==> src/hdl/timer_pkg.sv <==
// constants for the dual timer block
package timer_pkg;
  // register digit addresses
  localparam logic [3:0] ADDR_A_IRQ = 4'h1;
  localparam logic [3:0] ADDR_B_IRQ = 4'h2;
  localparam logic [3:0] ADDR_A_MODE = 4'h8;
  localparam logic [3:0] ADDR_B_MODE = 4'h9;
  localparam logic [3:0] ADDR_B_LOW = 4'hA;
  localparam logic [3:0] ADDR_B_HIGH = 4'hB;
  // field positions
  localparam int A_FLAG_BIT = 2;
  localparam int A_MASK_BIT = 3;
  localparam int B_FLAG_BIT = 0;
  localparam int B_MASK_BIT = 1;
  localparam int B_RELOAD_BIT = 3;
  // widths and reset values
  localparam int PRESCALE_W = 11;
  localparam int COUNT_W = 8;
  localparam logic [10:0] PRESCALE_RST = 11'h000;
  localparam logic [7:0] COUNT_RST = 8'h00;
  localparam logic [7:0] COUNT_MAX = 8'hFF;
  localparam logic [2:0] A_MODE_RST = 3'h0;
  localparam logic [3:0] B_MODE_RST = 4'h0;
  localparam logic [2:0] B_SEL_EXT = 3'h7;
  localparam logic IRQ_MASK_RST = 1'b1;
  // mode change takes effect at the second instruction cycle
  localparam int B_MODE_DELAY = 2;
endpackage

==> src/hdl/mode_delay.sv <==
// delay line that applies a written mode after a fixed number of cycles
`timescale 1ns/10ps
module mode_delay (
  // clocking
  input wire logic clk,
  input wire logic sys_rst,
  input wire logic clk_en,
  // new mode in
  input wire logic wr_stb,
  input wire logic [3:0] wr_data,
  // effective mode out
  output logic [3:0] mode_q
);
  logic [3:0] pend_q;
  logic [1:0] age_q;

  // hold the written value and count cycles until it becomes effective
  always_ff @(posedge clk or posedge sys_rst) begin
    if (sys_rst) begin
      pend_q <= timer_pkg::B_MODE_RST;
      age_q <= 2'h0;
      mode_q <= timer_pkg::B_MODE_RST;
    end else if (clk_en) begin
      if (wr_stb) begin
        pend_q <= wr_data;
        age_q <= 2'(timer_pkg::B_MODE_DELAY - 1);
      end else if (age_q != 2'h0) begin
        age_q <= age_q - 2'h1;
        if (age_q == 2'h1) begin
          mode_q <= pend_q;
        end
      end
    end
  end
endmodule

==> src/hdl/dual_timer_with_reload.sv <==
// prescaler, free-running timer a and auto-reload timer b with digit registers
// Summary of operation
// - mode b bit 3 enables auto-reload
// - mode b low bits pick tap or event
// - mode a bits pick prescaler tap
// - mode a: 3-bit, write-only, reset zero
// - mode b: 4-bit, write-only, reset zero
// - mode b change applies two cycles later
// - timer b increments per selected pulse
// - b overflow reloads load value or zero
// - b overflow sets b request flag
// - a overflow sets a request flag
// - a mask bit blocks a request
// - b mask bit blocks b request
// - load write-only, counter read-only, shared addresses
// - high digit write loads the counter
// - high read latches low digit
// - reset clears load register
// - timer a wraps, overflows every 256
// - 11-bit prescaler runs except in reset, in stop mode or with enable low
`timescale 1ns/10ps
module dual_timer_with_reload (
  // clocking
  input wire logic clk,
  input wire logic sys_rst,
  input wire logic clk_en,
  // register port
  input wire logic [3:0] reg_addr,
  input wire logic [3:0] reg_wdata,
  input wire logic reg_wr,
  input wire logic reg_rd,
  output logic [3:0] reg_rdata,
  // external event pin and stop mode
  input wire logic ext_event_input,
  input wire logic stop_mode,
  // interrupt requests
  output logic timer_a_irq,
  output logic timer_b_irq
);
  logic [10:0] prescale_q;
  logic [10:0] prescale_d;
  logic [2:0] timer_a_mode_q;
  logic [3:0] timer_b_mode_q;
  logic [3:0] load_low_q;
  logic [7:0] load_q;
  logic [7:0] count_a_q;
  logic [7:0] count_b_q;
  logic [3:0] low_latch_q;
  logic timer_a_irq_flag_q;
  logic timer_a_irq_mask_q;
  logic timer_b_irq_flag_q;
  logic timer_b_irq_mask_q;
  logic ev_s1_q;
  logic ev_s2_q;
  logic ev_s3_q;
  logic tick_a;
  logic tick_b;
  logic ovf_a;
  logic ovf_b;
  logic wr_b_high;
  logic [3:0] rdata_d;

  // rising edge of a prescaler bit is one tap pulse
  function automatic logic tap_edge(input logic [10:0] cur, input logic [10:0] nxt,
                                    input int idx);
    tap_edge = !cur[idx] && nxt[idx];
  endfunction

  function automatic logic wr_hit(input logic [3:0] a, input logic [3:0] addr, input logic wr);
    wr_hit = wr && (a == addr);
  endfunction

  assign prescale_d = prescale_q + 11'h001;

  // prescaler counts while enable is high and not in stop mode; reset clears it
  always_ff @(posedge clk or posedge sys_rst) begin
    if (sys_rst) begin
      prescale_q <= timer_pkg::PRESCALE_RST;
    end else if (clk_en && !stop_mode) begin
      prescale_q <= prescale_d;
    end
  end

  // tap for divide by 2^(n): bit n-1 rises once per 2^n clocks
  always_comb begin
    tick_a = 1'b0;
    if (clk_en && !stop_mode) begin
      unique case (timer_a_mode_q)
        3'h0: tick_a = tap_edge(prescale_q, prescale_d, 10);
        3'h1: tick_a = tap_edge(prescale_q, prescale_d, 9);
        3'h2: tick_a = tap_edge(prescale_q, prescale_d, 8);
        3'h3: tick_a = tap_edge(prescale_q, prescale_d, 6);
        3'h4: tick_a = tap_edge(prescale_q, prescale_d, 4);
        3'h5: tick_a = tap_edge(prescale_q, prescale_d, 2);
        3'h6: tick_a = tap_edge(prescale_q, prescale_d, 1);
        3'h7: tick_a = tap_edge(prescale_q, prescale_d, 0);
      endcase
    end
  end

  // external event pin synchronised, then edge detected behind second stage
  always_ff @(posedge clk or posedge sys_rst) begin
    if (sys_rst) begin
      ev_s1_q <= 1'b0;
      ev_s2_q <= 1'b0;
      ev_s3_q <= 1'b0;
    end else if (clk_en) begin
      ev_s1_q <= ext_event_input;
      ev_s2_q <= ev_s1_q;
      ev_s3_q <= ev_s2_q;
    end
  end

  // timer b source; event counting keeps running in stop so pin edges are not lost
  always_comb begin
    tick_b = 1'b0;
    if (clk_en) begin
      unique case (timer_b_mode_q[2:0])
        3'h0: tick_b = !stop_mode && tap_edge(prescale_q, prescale_d, 10);
        3'h1: tick_b = !stop_mode && tap_edge(prescale_q, prescale_d, 8);
        3'h2: tick_b = !stop_mode && tap_edge(prescale_q, prescale_d, 6);
        3'h3: tick_b = !stop_mode && tap_edge(prescale_q, prescale_d, 4);
        3'h4: tick_b = !stop_mode && tap_edge(prescale_q, prescale_d, 2);
        3'h5: tick_b = !stop_mode && tap_edge(prescale_q, prescale_d, 1);
        3'h6: tick_b = !stop_mode && tap_edge(prescale_q, prescale_d, 0);
        3'h7: tick_b = !ev_s3_q && ev_s2_q; // event on rising pin edge
      endcase
    end
  end

  // overflow is the tick that finds a counter at its top value
  assign ovf_a = tick_a && (count_a_q == timer_pkg::COUNT_MAX);
  assign ovf_b = tick_b && (count_b_q == timer_pkg::COUNT_MAX);
  assign wr_b_high = clk_en && wr_hit(timer_pkg::ADDR_B_HIGH, reg_addr, reg_wr);

  // timer a mode register, write-only
  always_ff @(posedge clk or posedge sys_rst) begin
    if (sys_rst) begin
      timer_a_mode_q <= timer_pkg::A_MODE_RST;
    end else if (clk_en && wr_hit(timer_pkg::ADDR_A_MODE, reg_addr, reg_wr)) begin
      timer_a_mode_q <= reg_wdata[2:0];
    end
  end

  // timer b mode goes through the delay line
  mode_delay u_mode_delay (
    .clk(clk),
    .sys_rst(sys_rst),
    .clk_en(clk_en),
    .wr_stb(wr_hit(timer_pkg::ADDR_B_MODE, reg_addr, reg_wr)),
    .wr_data(reg_wdata),
    .mode_q(timer_b_mode_q)
  );

  // load register: low digit staged, whole byte taken on high digit
  always_ff @(posedge clk or posedge sys_rst) begin
    if (sys_rst) begin
      load_low_q <= 4'h0;
      load_q <= timer_pkg::COUNT_RST;
    end else if (clk_en) begin
      if (wr_hit(timer_pkg::ADDR_B_LOW, reg_addr, reg_wr)) begin
        load_low_q <= reg_wdata;
      end
      if (wr_b_high) begin
        load_q <= {reg_wdata, load_low_q};
      end
    end
  end

  // timer a: free running, wraps to zero
  always_ff @(posedge clk or posedge sys_rst) begin
    if (sys_rst) begin
      count_a_q <= timer_pkg::COUNT_RST;
    end else if (tick_a) begin
      count_a_q <= count_a_q + 8'h01; // wraps naturally at ff
    end
  end

  // timer b: high digit write beats a tick in the same cycle
  always_ff @(posedge clk or posedge sys_rst) begin
    if (sys_rst) begin
      count_b_q <= timer_pkg::COUNT_RST;
    end else if (wr_b_high) begin
      count_b_q <= {reg_wdata, load_low_q};
    end else if (ovf_b) begin
      count_b_q <= timer_b_mode_q[timer_pkg::B_RELOAD_BIT] ? load_q
                                                           : timer_pkg::COUNT_RST;
    end else if (tick_b) begin
      count_b_q <= count_b_q + 8'h01;
    end
  end

  // low digit latch on high read
  always_ff @(posedge clk or posedge sys_rst) begin
    if (sys_rst) begin
      low_latch_q <= 4'h0;
    end else if (clk_en && reg_rd && reg_addr == timer_pkg::ADDR_B_HIGH) begin
      low_latch_q <= count_b_q[3:0];
    end
  end

  // flags and masks; hardware set wins over software clear
  always_ff @(posedge clk or posedge sys_rst) begin
    if (sys_rst) begin
      timer_a_irq_flag_q <= 1'b0;
      timer_a_irq_mask_q <= timer_pkg::IRQ_MASK_RST;
      timer_b_irq_flag_q <= 1'b0;
      timer_b_irq_mask_q <= timer_pkg::IRQ_MASK_RST;
    end else if (clk_en) begin
      if (wr_hit(timer_pkg::ADDR_A_IRQ, reg_addr, reg_wr)) begin
        timer_a_irq_flag_q <= reg_wdata[timer_pkg::A_FLAG_BIT] || ovf_a;
        timer_a_irq_mask_q <= reg_wdata[timer_pkg::A_MASK_BIT];
      end else if (ovf_a) begin
        timer_a_irq_flag_q <= 1'b1;
      end
      if (wr_hit(timer_pkg::ADDR_B_IRQ, reg_addr, reg_wr)) begin
        timer_b_irq_flag_q <= reg_wdata[timer_pkg::B_FLAG_BIT] || ovf_b;
        timer_b_irq_mask_q <= reg_wdata[timer_pkg::B_MASK_BIT];
      end else if (ovf_b) begin
        timer_b_irq_flag_q <= 1'b1;
      end
    end
  end

  assign timer_a_irq = timer_a_irq_flag_q && !timer_a_irq_mask_q;
  assign timer_b_irq = timer_b_irq_flag_q && !timer_b_irq_mask_q;

  // read mux; write-only registers and unmapped digits read zero
  always_comb begin
    rdata_d = 4'h0;
    if (reg_addr == timer_pkg::ADDR_A_IRQ) begin
      rdata_d[timer_pkg::A_FLAG_BIT] = timer_a_irq_flag_q;
      rdata_d[timer_pkg::A_MASK_BIT] = timer_a_irq_mask_q;
    end else if (reg_addr == timer_pkg::ADDR_B_IRQ) begin
      rdata_d[timer_pkg::B_FLAG_BIT] = timer_b_irq_flag_q;
      rdata_d[timer_pkg::B_MASK_BIT] = timer_b_irq_mask_q;
    end else if (reg_addr == timer_pkg::ADDR_B_LOW) begin
      rdata_d = low_latch_q;
    end else if (reg_addr == timer_pkg::ADDR_B_HIGH) begin
      rdata_d = count_b_q[7:4];
    end
  end

  // read data register, one cycle after the strobe
  always_ff @(posedge clk or posedge sys_rst) begin
    if (sys_rst) begin
      reg_rdata <= 4'h0;
    end else if (clk_en) begin
      reg_rdata <= reg_rd ? rdata_d : 4'h0;
    end
  end
endmodule

==> config.mk <==
export PLATFORM = sky130hd
export DESIGN_NAME = dual_timer_with_reload
export DESIGN_NICKNAME = d
export VERILOG_FILES = /design/src/hdl/timer_pkg.sv /design/src/hdl/mode_delay.sv /design/src/hdl/dual_timer_with_reload.sv
export SDC_FILE = /design/constraint.sdc
export NUM_CORES = 1
export LEC_CHECK = 0
export BUFFER_PORTS_ARGS = -buffer_cell sky130_fd_sc_hd__buf_2
export CORE_UTILIZATION = 55
export CTS_BUF_LIST = sky130_fd_sc_hd__clkbuf_2 sky130_fd_sc_hd__clkbuf_4 sky130_fd_sc_hd__clkbuf_8
export DETAILED_ROUTE_END_ITERATION = 10
export PLACE_DENSITY_LB_ADDON = 0.12
export SLEW_MARGIN = 20
export SYNTH_ARGS = -nofsm -noshare
export SYNTH_HDL_FRONTEND = slang
export SYNTH_SLANG_ARGS = --single-unit
==> constraint.sdc <==
create_clock -name clk -period 3.4 [get_ports clk]
set_clock_uncertainty 0.1 [all_clocks]
set_input_delay 1.02 -clock clk [delete_from_list [all_inputs] [get_ports clk]]
set_output_delay 1.02 -clock clk [all_outputs]
set_load 0.01 [all_outputs]
==> reports/qor.txt, run 1 <==
Io pins: 21
Final worst slack: 0.735 ns
CP required: 3.53 ns
Critical path startpoint category: flip-flop
Register area share after synthesis: 0.490
Buffers on Ports: 20
Cells after Synth: 330
First-pass GRT wire length: 11,600 um
CTS resizes: 0
Antenna Nets Post-Route: 0
IR drop worst, VDD: 0.000358 V
Main flop type after synthesis: dfrtp_1
Wire length per cell: 15.8 um
Synth Area in Compound Gates: 0.108
Critical path type: flip-flop to flip-flop
Critical Path Sink Type: flip-flop
Global routing usage on met2: 0.377
Initial Util: 0.576
Area growth syn-to-layout: 11.7%
Status: finished, final reports clean
GRT overflow: 0
Top cells by area, synth: dfrtp_1, mux2_2, nand2_1, ha_1, o21ai_0
Mux cell area share after synthesis: 0.109
Clock Pin Slew Worst Setup and Hold Paths: 0.07 ns
Cell Rows: 28
Setup Buffers After CTS: 0
Die X-Extent: 81.0 um
Area share of xor/xnor cells in the synthesized design: 0.0332
Critical Path Most Common Cell: ha_1
Routed WL: 6860 um
Achievable frequency: 0.375 GHz
Worst Tran Pin Value: 0.595 ns
Yosys warning count: 0
Post-synth top area cell: dfrtp_1
Die height: 81.0 um
Top delay family on crit path: simple AND/OR/NAND/NOR gates
Max FO, Critical Path: 15
Period utilization: 0.784
EDFF count, synth: 0
Place WS: 0.723 ns
# diodes: 0
Placer Congestion: 0.815
Synth Area in Adders: 0.0438
P_leak: 1.81 nW
Die area: 6550 sq um
Met3 Usage GRT: 0.0584
Layout cells sized above 1: 0.219
RSZ-0062 raised after global routing: false
Placed inst area: 3600 sq um
Synthesis-stage register bit count: 67
DRT Pass-1 Iters: 4
Latest clock arrival within the worst-skew pair: 0.34 ns
Fin Setup TNS: 0 ns
Post-synth cell types: 47
Post-route cell area: 3830 sq um
Largest family of logic cells by synthesized area: simple AND/OR/NAND/NOR gates
Util after Layout: 0.643
CTS Sinks: 67
CTS Hold Buffers Added: 0
Drt drc: 0
Initial antenna violation count: 0
1st-iter DRT viols: 169
CP cell instances: ha_1, nand3_1, nor4_1, ha_1, mux2i_1, or4_1, a41oi_2, buf_4, nor3b_1, a311o_1
Crit path max-delay cell type: dfrtp_1
Worst EP arrival: 2.79 ns
Post-synth top area share: 0.474
Vias in the first global route: 2,448
Final setup violation count: 0
Crit path buffers/inverters: 1
Max clock buf depth: 2
Vias/cell: 5.72
Ys async rst share: 1.00
Gr usage total: 0.241
Hold Path Class: flip-flop to flip-flop
Final Hold Vio Count: 0
Root cell of the clock tree: clkbuf_8
Via count: 2,489
Net Count, Synth: 357
Synth Area in Simple Gates: 0.173
Dpl hpwl: 4820 um
Minimum clock period: 2.66 ns
TritonCTS Buffers: 9
Mean area per synthesized cell: 10.4 sq um
H-tree depth: 3
Worst hold margin: 0.371 ns
Mapped cell area: 3430 sq um
Critical Path Max Stage Delay: 0.43 ns
Met1 GRT Util: 0.316
Number of max-cap violations: 0
Worst slew margin: 0.604
Busiest grt layer: met2
Largest net degree at the start of global routing: 68
Max Slew Vio Count: 0
Final nets: 382
CTS tree: yes
Power Density: 618 nW/um^2
Area of the core: 5960 sq um
per-stage QoR:
| step | power [mW] | std cells |
|---|---|---|
| after CTS | 2.38 | 435 |
| after global routing | 2.52 | 435 |
| final | 2.37 | 435 |
| after global placement | 1.61 | 419 |
| after detailed placement | 1.64 | 419 |
| after floorplan | 1.48 | 330 |
placed cells by master (no fill, tap or decap), types with 3 or more instances in the layout:
master,n
nor2_1,15
and3_1,7
clkbuf_8,10
buf_2,20
xnor2_1,5
a41o_2,3
o21ai_0,21
o21ai_1,3
nor4_1,3
nand4_1,6
nand2_1,50
ha_1,12
buf_4,4
mux2_2,24
xor2_1,8
inv_1,20
mux2i_1,6
nor2b_1,9
dfrtp_1,65
a21oi_1,8
nand3_1,11
and2b_2,3
sequential cells by signal (all words and copies together) (netlist names):
signal               cells
prescale_q              11
count_a_q                8
count_b_q                8
load_q                   8
load_low_q               4
low_latch_q              4
reg_rdata                4
u_mode_delay.mode_q      4
u_mode_delay.pend_q      4
timer_a_mode_q           3
u_mode_delay.age_q       2
ev_s1_q                  1
ev_s2_q                  1
ev_s3_q                  1
timer_a_irq_flag_q       1
timer_a_irq_mask_q       1
timer_b_irq_flag_q       1
timer_b_irq_mask_q       1
cells in the mapped netlist, types with 3 or more instances:
cell	n
xor2_1	8
mux2i_1	6
o21ai_1	3
mux2_2	24
inv_1	21
nor4_1	3
nand4_1	6
a41o_2	3
nand2_1	50
xnor2_1	5
dfrtp_1	65
and2b_2	3
and3_1	7
a21oi_1	8
nor2b_1	9
nor2_1	15
ha_1	12
o21ai_0	21
clkbuf_1	8
nand3_1	11
power breakdown:
part	switching, mW	internal (mW)	leakage (nW)
Combinational	0.222	0.228	0.839
Clock	0.308	0.432	0.108
Sequential	0.200	0.975	0.865
layer usage:
layer | vias up | share of wire
met5 | - | 0
li1 | 1210 | -
met2 | 70 | 0.47
met3 | 12 | 0.049
met4 | 0 | 0.019
met1 | 1197 | 0.46
layout make-up:
| class | count | area, sq um |
|---|---|---|
| Fill cell | 489 | 2130 |
| Sequential cell | 67 | 1680 |
| Multi-Input combinational cell | 231 | 1600 |
| Timing Repair Buffer | 25 | 150 |
| Clock buffer | 10 | 138 |
| Tap cell | 75 | 93.8 |
| Clock inverter | 6 | 88.8 |
| Inverter | 21 | 78.8 |
worst reg2reg max path: stages (launching register included):
cell	delay, ns
dfrtp_1	0.43
ha_1	0.19
nand3_1	0.12
nor4_1	0.20
ha_1	0.21
mux2i_1	0.06
or4_1	0.42
a41oi_2	0.19
buf_4	0.24
nor3b_1	0.07
a311o_1	0.32
logic make-up (layout without fill, tap and decap cells):
kind of cell    count (synthesis)  count (layout)
simple gates                  119             119
compound gates                 55              55
flops                          67              67
buf+inv                        32              62
xor+xnor                       13              13
fa+ha+maj                      12              12
mux                            32              32
path summary, 6_finish.rpt:
path	start	end	slack (ns)	cells past startpoint
worst min-delay path	count_a_q[4]$_DFFE_PP0P_	count_a_q[4]$_DFFE_PP0P_	0.37	1
worst min register to register	count_a_q[4]$_DFFE_PP0P_	count_a_q[4]$_DFFE_PP0P_	0.37	1
worst max register to register	prescale_q[0]$_DFFE_PP0P_	count_b_q[5]$_DFFE_PP0P_	0.74	10
max in group asynchronous	sys_rst	timer_a_irq_mask_q$_DFFE_PP1P_	2.24	3
min in group asynchronous	sys_rst	count_a_q[5]$_DFFE_PP0P_	0.64	3
worst max-delay path	prescale_q[0]$_DFFE_PP0P_	count_b_q[5]$_DFFE_PP0P_	0.74	10
No activity file was read; power rests on OpenSTA's default activity.
==> run 2: changes to the inputs <==
--- a/config.mk
+++ b/config.mk
@@ -5,6 +5,7 @@
 export SDC_FILE = /design/constraint.sdc
 export NUM_CORES = 1
 export LEC_CHECK = 0
+export ABC_AREA = 1
 export BUFFER_PORTS_ARGS = -buffer_cell sky130_fd_sc_hd__buf_2
 export CORE_UTILIZATION = 55
 export CTS_BUF_LIST = sky130_fd_sc_hd__clkbuf_2 sky130_fd_sc_hd__clkbuf_4 sky130_fd_sc_hd__clkbuf_8
==> constraint.sdc (replaced) <==
create_clock -name clk -period 2.4 [get_ports clk]
set_clock_uncertainty 0.1 [all_clocks]
set_input_delay 0.72 -clock clk [delete_from_list [all_inputs] [get_ports clk]]
set_output_delay 0.72 -clock clk [all_outputs]
set_load 0.01 [all_outputs]
==> reports/qor.txt, run 2 <==
Critical path startpoint category: flip-flop
P_leak: 2.22 nW (+22%)
Wire length per cell: 13.9 um (-12%)
Cell Rows: 29 (+3.6%)
Max FO, Critical Path: 7 (-8)
Period utilization: 0.964 (+0.180)
CP required: 2.59 ns (-0.94 ns)
Layout cells sized above 1: 0.192 (-0.0270)
Vias in the first global route: 2,659 (+8.6%)
Cells after Synth: 436 (+32%)
Dpl hpwl: 5720 um (+18%)
Largest net degree at the start of global routing: 26 (-62%)
Minimum clock period: 2.31 ns (-0.352 ns)
Fin Setup TNS: 0 ns (unchanged)
Power Density: 958 nW/um^2 (+55%)
FF-to-FF Start: prescale_q[1]$_DFFE_PP0P_
Initial antenna violation count: 0 (unchanged)
Antenna Nets Post-Route: 0 (unchanged)
Worst Tran Pin Value: 0.496 ns (-0.0986 ns)
Worst slew margin: 0.669 (+0.0651)
H-tree depth: 3 (unchanged)
Status: finished, final reports clean
Final worst slack: 0.0876 ns (-0.648 ns)
Mapped cell area: 3580 sq um (+4.4%)
Final setup violation count: 0 (unchanged)
Area of the core: 6310 sq um (+6.0%)
DRT Pass-1 Iters: 4 (unchanged)
Crit path buffers/inverters: 1 (unchanged)
Final Hold Vio Count: 0 (unchanged)
Area growth syn-to-layout: 15.3%
Root cell of the clock tree: clkbuf_8
Yosys warning count: 0 (unchanged)
Synthesis-stage register bit count: 67 (unchanged)
Post-synth cell types: 37 (-21%)
Drt drc: 0 (unchanged)
CP cell instances: ha_2, nand3_2, nor2_2, inv_1, nor4_2, ha_2, nand2_2, nand3_2, nand2_2, o21ai_4, nand3_4, nor2_1, nand2_1, nand2_1
Max Slew Vio Count: 0 (unchanged)
Fin cells: 555 (+28%)
Vias/cell: 5.27 (-7.8%)
1st-iter DRT viols: 201 (+19%)
Largest Register: prescale_q
Total power: 3.95 mW (+67%)
GRT overflow: 0 (unchanged)
Place WS: 0.0418 ns (-0.681 ns)
Hold Path Class: input pin to async pin
Initial Util: 0.567 (-0.00865)
Max clock buf depth: 2 (unchanged)
Main flop type after synthesis: dfrtp_1
CP startpoint: prescale_q[1]$_DFFE_PP0P_
Post-synth top area share: 0.454 (-0.0201)
RSZ-0062 raised after global routing: true
Clock Pin Slew Worst Setup and Hold Paths: 0.07 ns (about the same)
Total placed cells including tap cells: 536 (+28%)
CTS Sinks: 67 (unchanged)
Most common cell after layout, fill and taps aside: nand2_1
Critical path type: flip-flop to flip-flop
Top cells by area, synth: dfrtp_1, nand2_1, inv_1, ha_1, nand3_1
Io pins: 21 (unchanged)
Buffers on Ports: 20 (unchanged)
Die height: 82.7 um (+2.1%)
Die area: 6840 sq um (+4.3%)
Util after Layout: 0.654 (+0.0107)
Worst EP arrival: 2.50 ns (-0.29 ns)
Via count: 2,927 (+18%)
Achievable frequency: 0.432 GHz (+15%)
Placer Congestion: 0.812 (-0.34%)
Register area share after synthesis: 0.469 (-0.0207)
Critical Path Max Stage Delay: 0.36 ns (-0.07 ns)
TritonCTS Buffers: 9 (unchanged)
Final nets: 500 (+31%)
Latest clock arrival within the worst-skew pair: 0.34 ns (about the same)
Top delay family on crit path: simple AND/OR/NAND/NOR gates
Number of max-cap violations: 0 (unchanged)
CTS tree: yes
# diodes: 0 (unchanged)
Critical Path Sink Type: flip-flop
IR drop worst, VDD: 0.000516 V (+44%)
Ys async rst share: 1.00 (unchanged)
Gr usage total: 0.253 (+0.0113)
Worst reg-to-reg setup slack: 0.09 ns (-0.65 ns)
Crit path max-delay cell type: dfrtp_1
Mean area per synthesized cell: 8.21 sq um (-21%)
Die X-Extent: 82.7 um (+2.1%)
Routed WL: 7720 um (+13%)
Net Count, Synth: 463 (+30%)
First-pass GRT wire length: 12,500 um (+8.0%)
Most frequent cells in the layout: nand2_1, dfrtp_1, inv_1, nor2_1, nand3_1
Count leader, synth: nand2_1
Post-synth top area cell: dfrtp_1
Synth top cells by count: nand2_1, dfrtp_1, inv_1
Max reg flops: 11 (unchanged)
EDFF count, synth: 0 (unchanged)
CTS Hold Buffers Added: 0 (unchanged)
==> run 2: cell count changes after synthesis, sizes merged, moves of 6 or more <==
cell    previous run  this run
inv               21        58
nor2b              9         0
clkinv             0         8
clkbuf            10         1
nor2              15        34
a21oi              8        17
nand3             11        32
and3               7         0
mux2i              6         0
mux2              24         6
nand2             50       135
==> run 2: area by class of cell <==
class                      instances  area [sq um]
inverter                          66           255
multi-input combinational        299          1690
sequential                        67          1680
timing repair buffer              30           200
fill                             525          2190
clock buffer                      14           174
tap                               77          96.3
clock inverter                     2          35.0
==> run 2: layer usage <==
| layer | vias up | GRT usage | routed length, um |
|---|---|---|---|
| met5 | - | 0 | 0 |
| met4 | 0 | 0.114 | 146 |
| met3 | 14 | 0.0571 | 400 |
| met2 | 76 | 0.356 | 3310 |
| met1 | 1377 | 0.366 | 3860 |
| li1 | 1460 | - | - |
==> run 2: path summary, 6_finish.rpt <==
path                                                  endpoint  depth (start not counted)
worst min register to register       prescale_q[7]$_DFFE_PP0P_                          1
worst min-delay path                 prescale_q[3]$_DFFE_PP0P_                          2
min in group clk                     prescale_q[7]$_DFFE_PP0P_                          1
max in group asynchronous       timer_a_irq_mask_q$_DFFE_PP1P_                          3
worst max register to register        count_b_q[5]$_DFFE_PP0P_                         14
worst max-delay path                  count_b_q[5]$_DFFE_PP0P_                         14
==> run 2: cells by family (layout without fill, tap and decap cells) <==
| logic type | Yosys count | in the layout | synth area share |
|---|---|---|---|
| AOI/OAI and AO/OA | 48 | 48 | 0.0759 |
| xor gates and xnor gates | 15 | 15 | 0.0367 |
| adders and majority gates | 12 | 12 | 0.0419 |
| buffers and inverters | 70 | 112 | 0.0772 |
| DFF | 67 | 67 | 0.469 |
| muxes | 6 | 6 | 0.0189 |
| and+or+nand+nor | 218 | 218 | 0.280 |
==> run 2: report_power, final <==
part	internal (mW)	leakage, nW	switching [mW]
logic	0.504	1.27	0.709
clock network	0.571	0.111	0.410
registers	1.44	0.839	0.320
==> run 2: metrics by stage <==
stage                     hold slack (ns)  instance area, sq um
after floorplan                     0.341                  3580
after global placement              0.359                  3830
after detailed placement            0.365                  3830
after CTS                           0.301                  4040
after global routing                0.341                  4130
final                               0.299                  4130
==> run 2: repair_timing <==
item,CTS,global route
endpoints found under the setup margin,0,13
resized for setup,0,15
buffers inserted,0,3
==> run 3: changes to the inputs <==
--- a/config.mk
+++ b/config.mk
@@ -5,7 +5,6 @@
 export SDC_FILE = /design/constraint.sdc
 export NUM_CORES = 1
 export LEC_CHECK = 0
-export ABC_AREA = 1
 export BUFFER_PORTS_ARGS = -buffer_cell sky130_fd_sc_hd__buf_2
 export CORE_UTILIZATION = 55
 export CTS_BUF_LIST = sky130_fd_sc_hd__clkbuf_2 sky130_fd_sc_hd__clkbuf_4 sky130_fd_sc_hd__clkbuf_8
==> reports/qor.txt, run 3 (synthesis gave the netlist of run 1 again) <==
Buffers on Ports: 20 (unchanged)
Violated checks: negative setup slack
Critical Path Max Stage Delay: 0.43 ns (+0.07 ns)
Dpl hpwl: 5030 um (-12%)
Net Sw Frac: 0.323 (-0.0412)
Post-route cell area: 4030 sq um (-2.4%)
# fillers: 478 (-9.0%)
Top delay family on crit path: simple AND/OR/NAND/NOR gates
Worst R2R Path Depth: 10 (-4)
Io pins: 21 (unchanged)
FF-to-FF End: count_b_q[7]$_DFFE_PP0P_
Hold Path Class: input pin to async pin
Number of max-cap violations: 0 (unchanged)
Layout cells sized above 1: 0.294 (+0.102)
# diodes: 0 (unchanged)
Most common cell after layout, fill and taps aside: dfrtp_1
Initial Util: 0.576 (+0.00865)
Vias in the first global route: 2,553 (-4.0%)
Clock Pin Slew Worst Setup and Hold Paths: 0.07 ns (about the same)
Most frequent cells in the layout: dfrtp_1, nand2_1, mux2_2, buf_2
CP cell instances: ha_4, nand3_4, nor4_2, ha_2, mux2i_1, or4_4, a41oi_4, buf_6, mux2i_1, o21ai_1
Vias/cell: 5.69 (+7.8%)
DRT Pass-1 Iters: 4 (unchanged)
Final setup violation count: 8 (+8)
IR drop worst, VDD: 0.000491 V (-4.8%)
Placed inst area: 3750 sq um (-2.2%)
Gr usage total: 0.253 (+0.000633)
NetSw: 1.08 mW (-25%)
Worst reg-to-reg setup slack: -0.17 ns (-0.26 ns)
H-tree depth: 3 (unchanged)
Root cell of the clock tree: clkbuf_8
Largest Register: prescale_q
Critical path startpoint category: flip-flop
Max clock buf depth: 2 (unchanged)
Crit path buffers/inverters: 1 (unchanged)
Status: finished, violations left
CTS tree: yes
Combinational share of power: 0.247 (-0.060)
Max FO, Critical Path: 8 (+1)
Period utilization: 1.07 (+0.107)
GRT overflow: 0 (unchanged)
FF-to-FF Start: prescale_q[0]$_DFFE_PP0P_
CP startpoint: prescale_q[0]$_DFFE_PP0P_
Achievable frequency: 0.389 GHz (-10%)
Final worst slack: -0.169 ns (-0.257 ns)
CTS Sinks: 67 (unchanged)
Critical Path Sink Type: flip-flop
Die height: 81.0 um (-2.1%)
Worst Tran Pin Value: 0.411 ns (-0.0850 ns)
Routed WL: 7380 um (-4.5%)
Power Density: 833 nW/um^2 (-13%)
Max Slew Vio Count: 0 (unchanged)
Critical Path Most Common Cell: mux2i_1
Cell Rows: 28 (-3.4%)
TritonCTS Buffers: 9 (unchanged)
Die area: 6550 sq um (-4.1%)
Worst hold margin: 0.343 ns (+0.0440 ns)
Largest net degree at the start of global routing: 68 (+160%)
Max reg flops: 11 (unchanged)
Latest clock arrival within the worst-skew pair: 0.35 ns (about the same)
Crit path max-delay cell type: or4_4
Total power: 3.36 mW (-15%)
1st-iter DRT viols: 177 (-12%)
Area growth syn-to-layout: 17.6%
Final nets: 400 (-20%)
Via count: 2,570 (-12%)
Flop pwr share: 0.488 (+0.043)
Drt drc: 0 (unchanged)
Fin Setup TNS: -1.08 ns (-1.08 ns)
RSZ-0062 raised after global routing: true
CP required: 2.53 ns (-0.06 ns)
Worst EP arrival: 2.70 ns (+0.20 ns)
Area of the core: 5960 sq um (-5.7%)
Wire length per cell: 16.3 um (+17%)
Cell internal pwr: 2.27 mW (-9.6%)
Final Hold Vio Count: 0 (unchanged)
Worst slew margin: 0.725 (+0.0568)
Placer Congestion: 0.830 (+2.1%)
Antenna Nets Post-Route: 0 (unchanged)
Die X-Extent: 81.0 um (-2.1%)
Initial antenna violation count: 0 (unchanged)
P_leak: 1.90 nW (-14%)
Place WS: -0.0940 ns (-0.136 ns)
First-pass GRT wire length: 12,100 um (-3.0%)
Minimum clock period: 2.57 ns (+0.257 ns)
Clock power frac: 0.265 (+0.017)
Critical path type: flip-flop to flip-flop
[run 3: tightest hold or removal path: cells and delay by family]
kind / cells / cell delay (ns)
buf+inv: 3 / 0.47
[run 3: metrics by stage]
step,instances,utilization
floorplan,330,-
global placement,434,0.629
detailed placement,434,0.629
CTS,452,0.666
global route,452,0.677
finish,452,0.677
[run 3: final cells by class]
| cell class | count | area, sq um | share of cell area |
|---|---|---|---|
| clock inverter | 2 | 10.0 | 0.00248 |
| inverter | 21 | 82.6 | 0.0205 |
| tap | 75 | 93.8 | 0.0233 |
| timing repair buffer | 43 | 297 | 0.0736 |
| sequential | 67 | 1680 | 0.417 |
| clock buffer | 13 | 173 | 0.0428 |
| multi-input combinational | 231 | 1700 | 0.421 |
[run 3: metal layers]
metal,global-route usage,vias up,routed length (um)
met5,0,-,0
met4,0.120,0,190
met3,0.0584,16,237
met2,0.397,57,3590
met1,0.331,1249,3360
li1,-,1248,-
[run 3: power groups by stage]
stage	Sequential (mW)	Combinational [mW]	Clock, mW
2_1_floorplan	1.58	0.537	0
5_1_grt	1.68	0.935	0.956
3_5_place_dp	1.64	0.771	0
3_3_place_gp	1.63	0.744	0
6_report	1.64	0.830	0.889
4_1_cts	1.62	0.808	0.902
[run 3: worst max-delay path by stage]
stage	to	slack [ns]	depth (start not counted)
2_1_floorplan	count_b_q[7]$_DFFE_PP0P_	-0.02	10
3_3_place_gp	count_b_q[3]$_DFFE_PP0P_	0.004	10
3_5_place_dp	count_b_q[7]$_DFFE_PP0P_	-0.09	10
4_1_cts	count_b_q[7]$_DFFE_PP0P_	-0.08	10
5_1_grt	count_b_q[3]$_DFFE_PP0P_	-0.25	10
6_report	count_b_q[7]$_DFFE_PP0P_	-0.17	10
[run 3: repair_timing]
| item | in CTS | in global routing |
|---|---|---|
| buffers inserted | 3 | 1 |
| pin swaps | 7 | 10 |
| hold buffers | 0 | 0 |
| setup endpoints to repair | 7 | 16 |
| resized for setup | 5 | 15 |
| endpoints found under the hold margin | 0 | 0 |
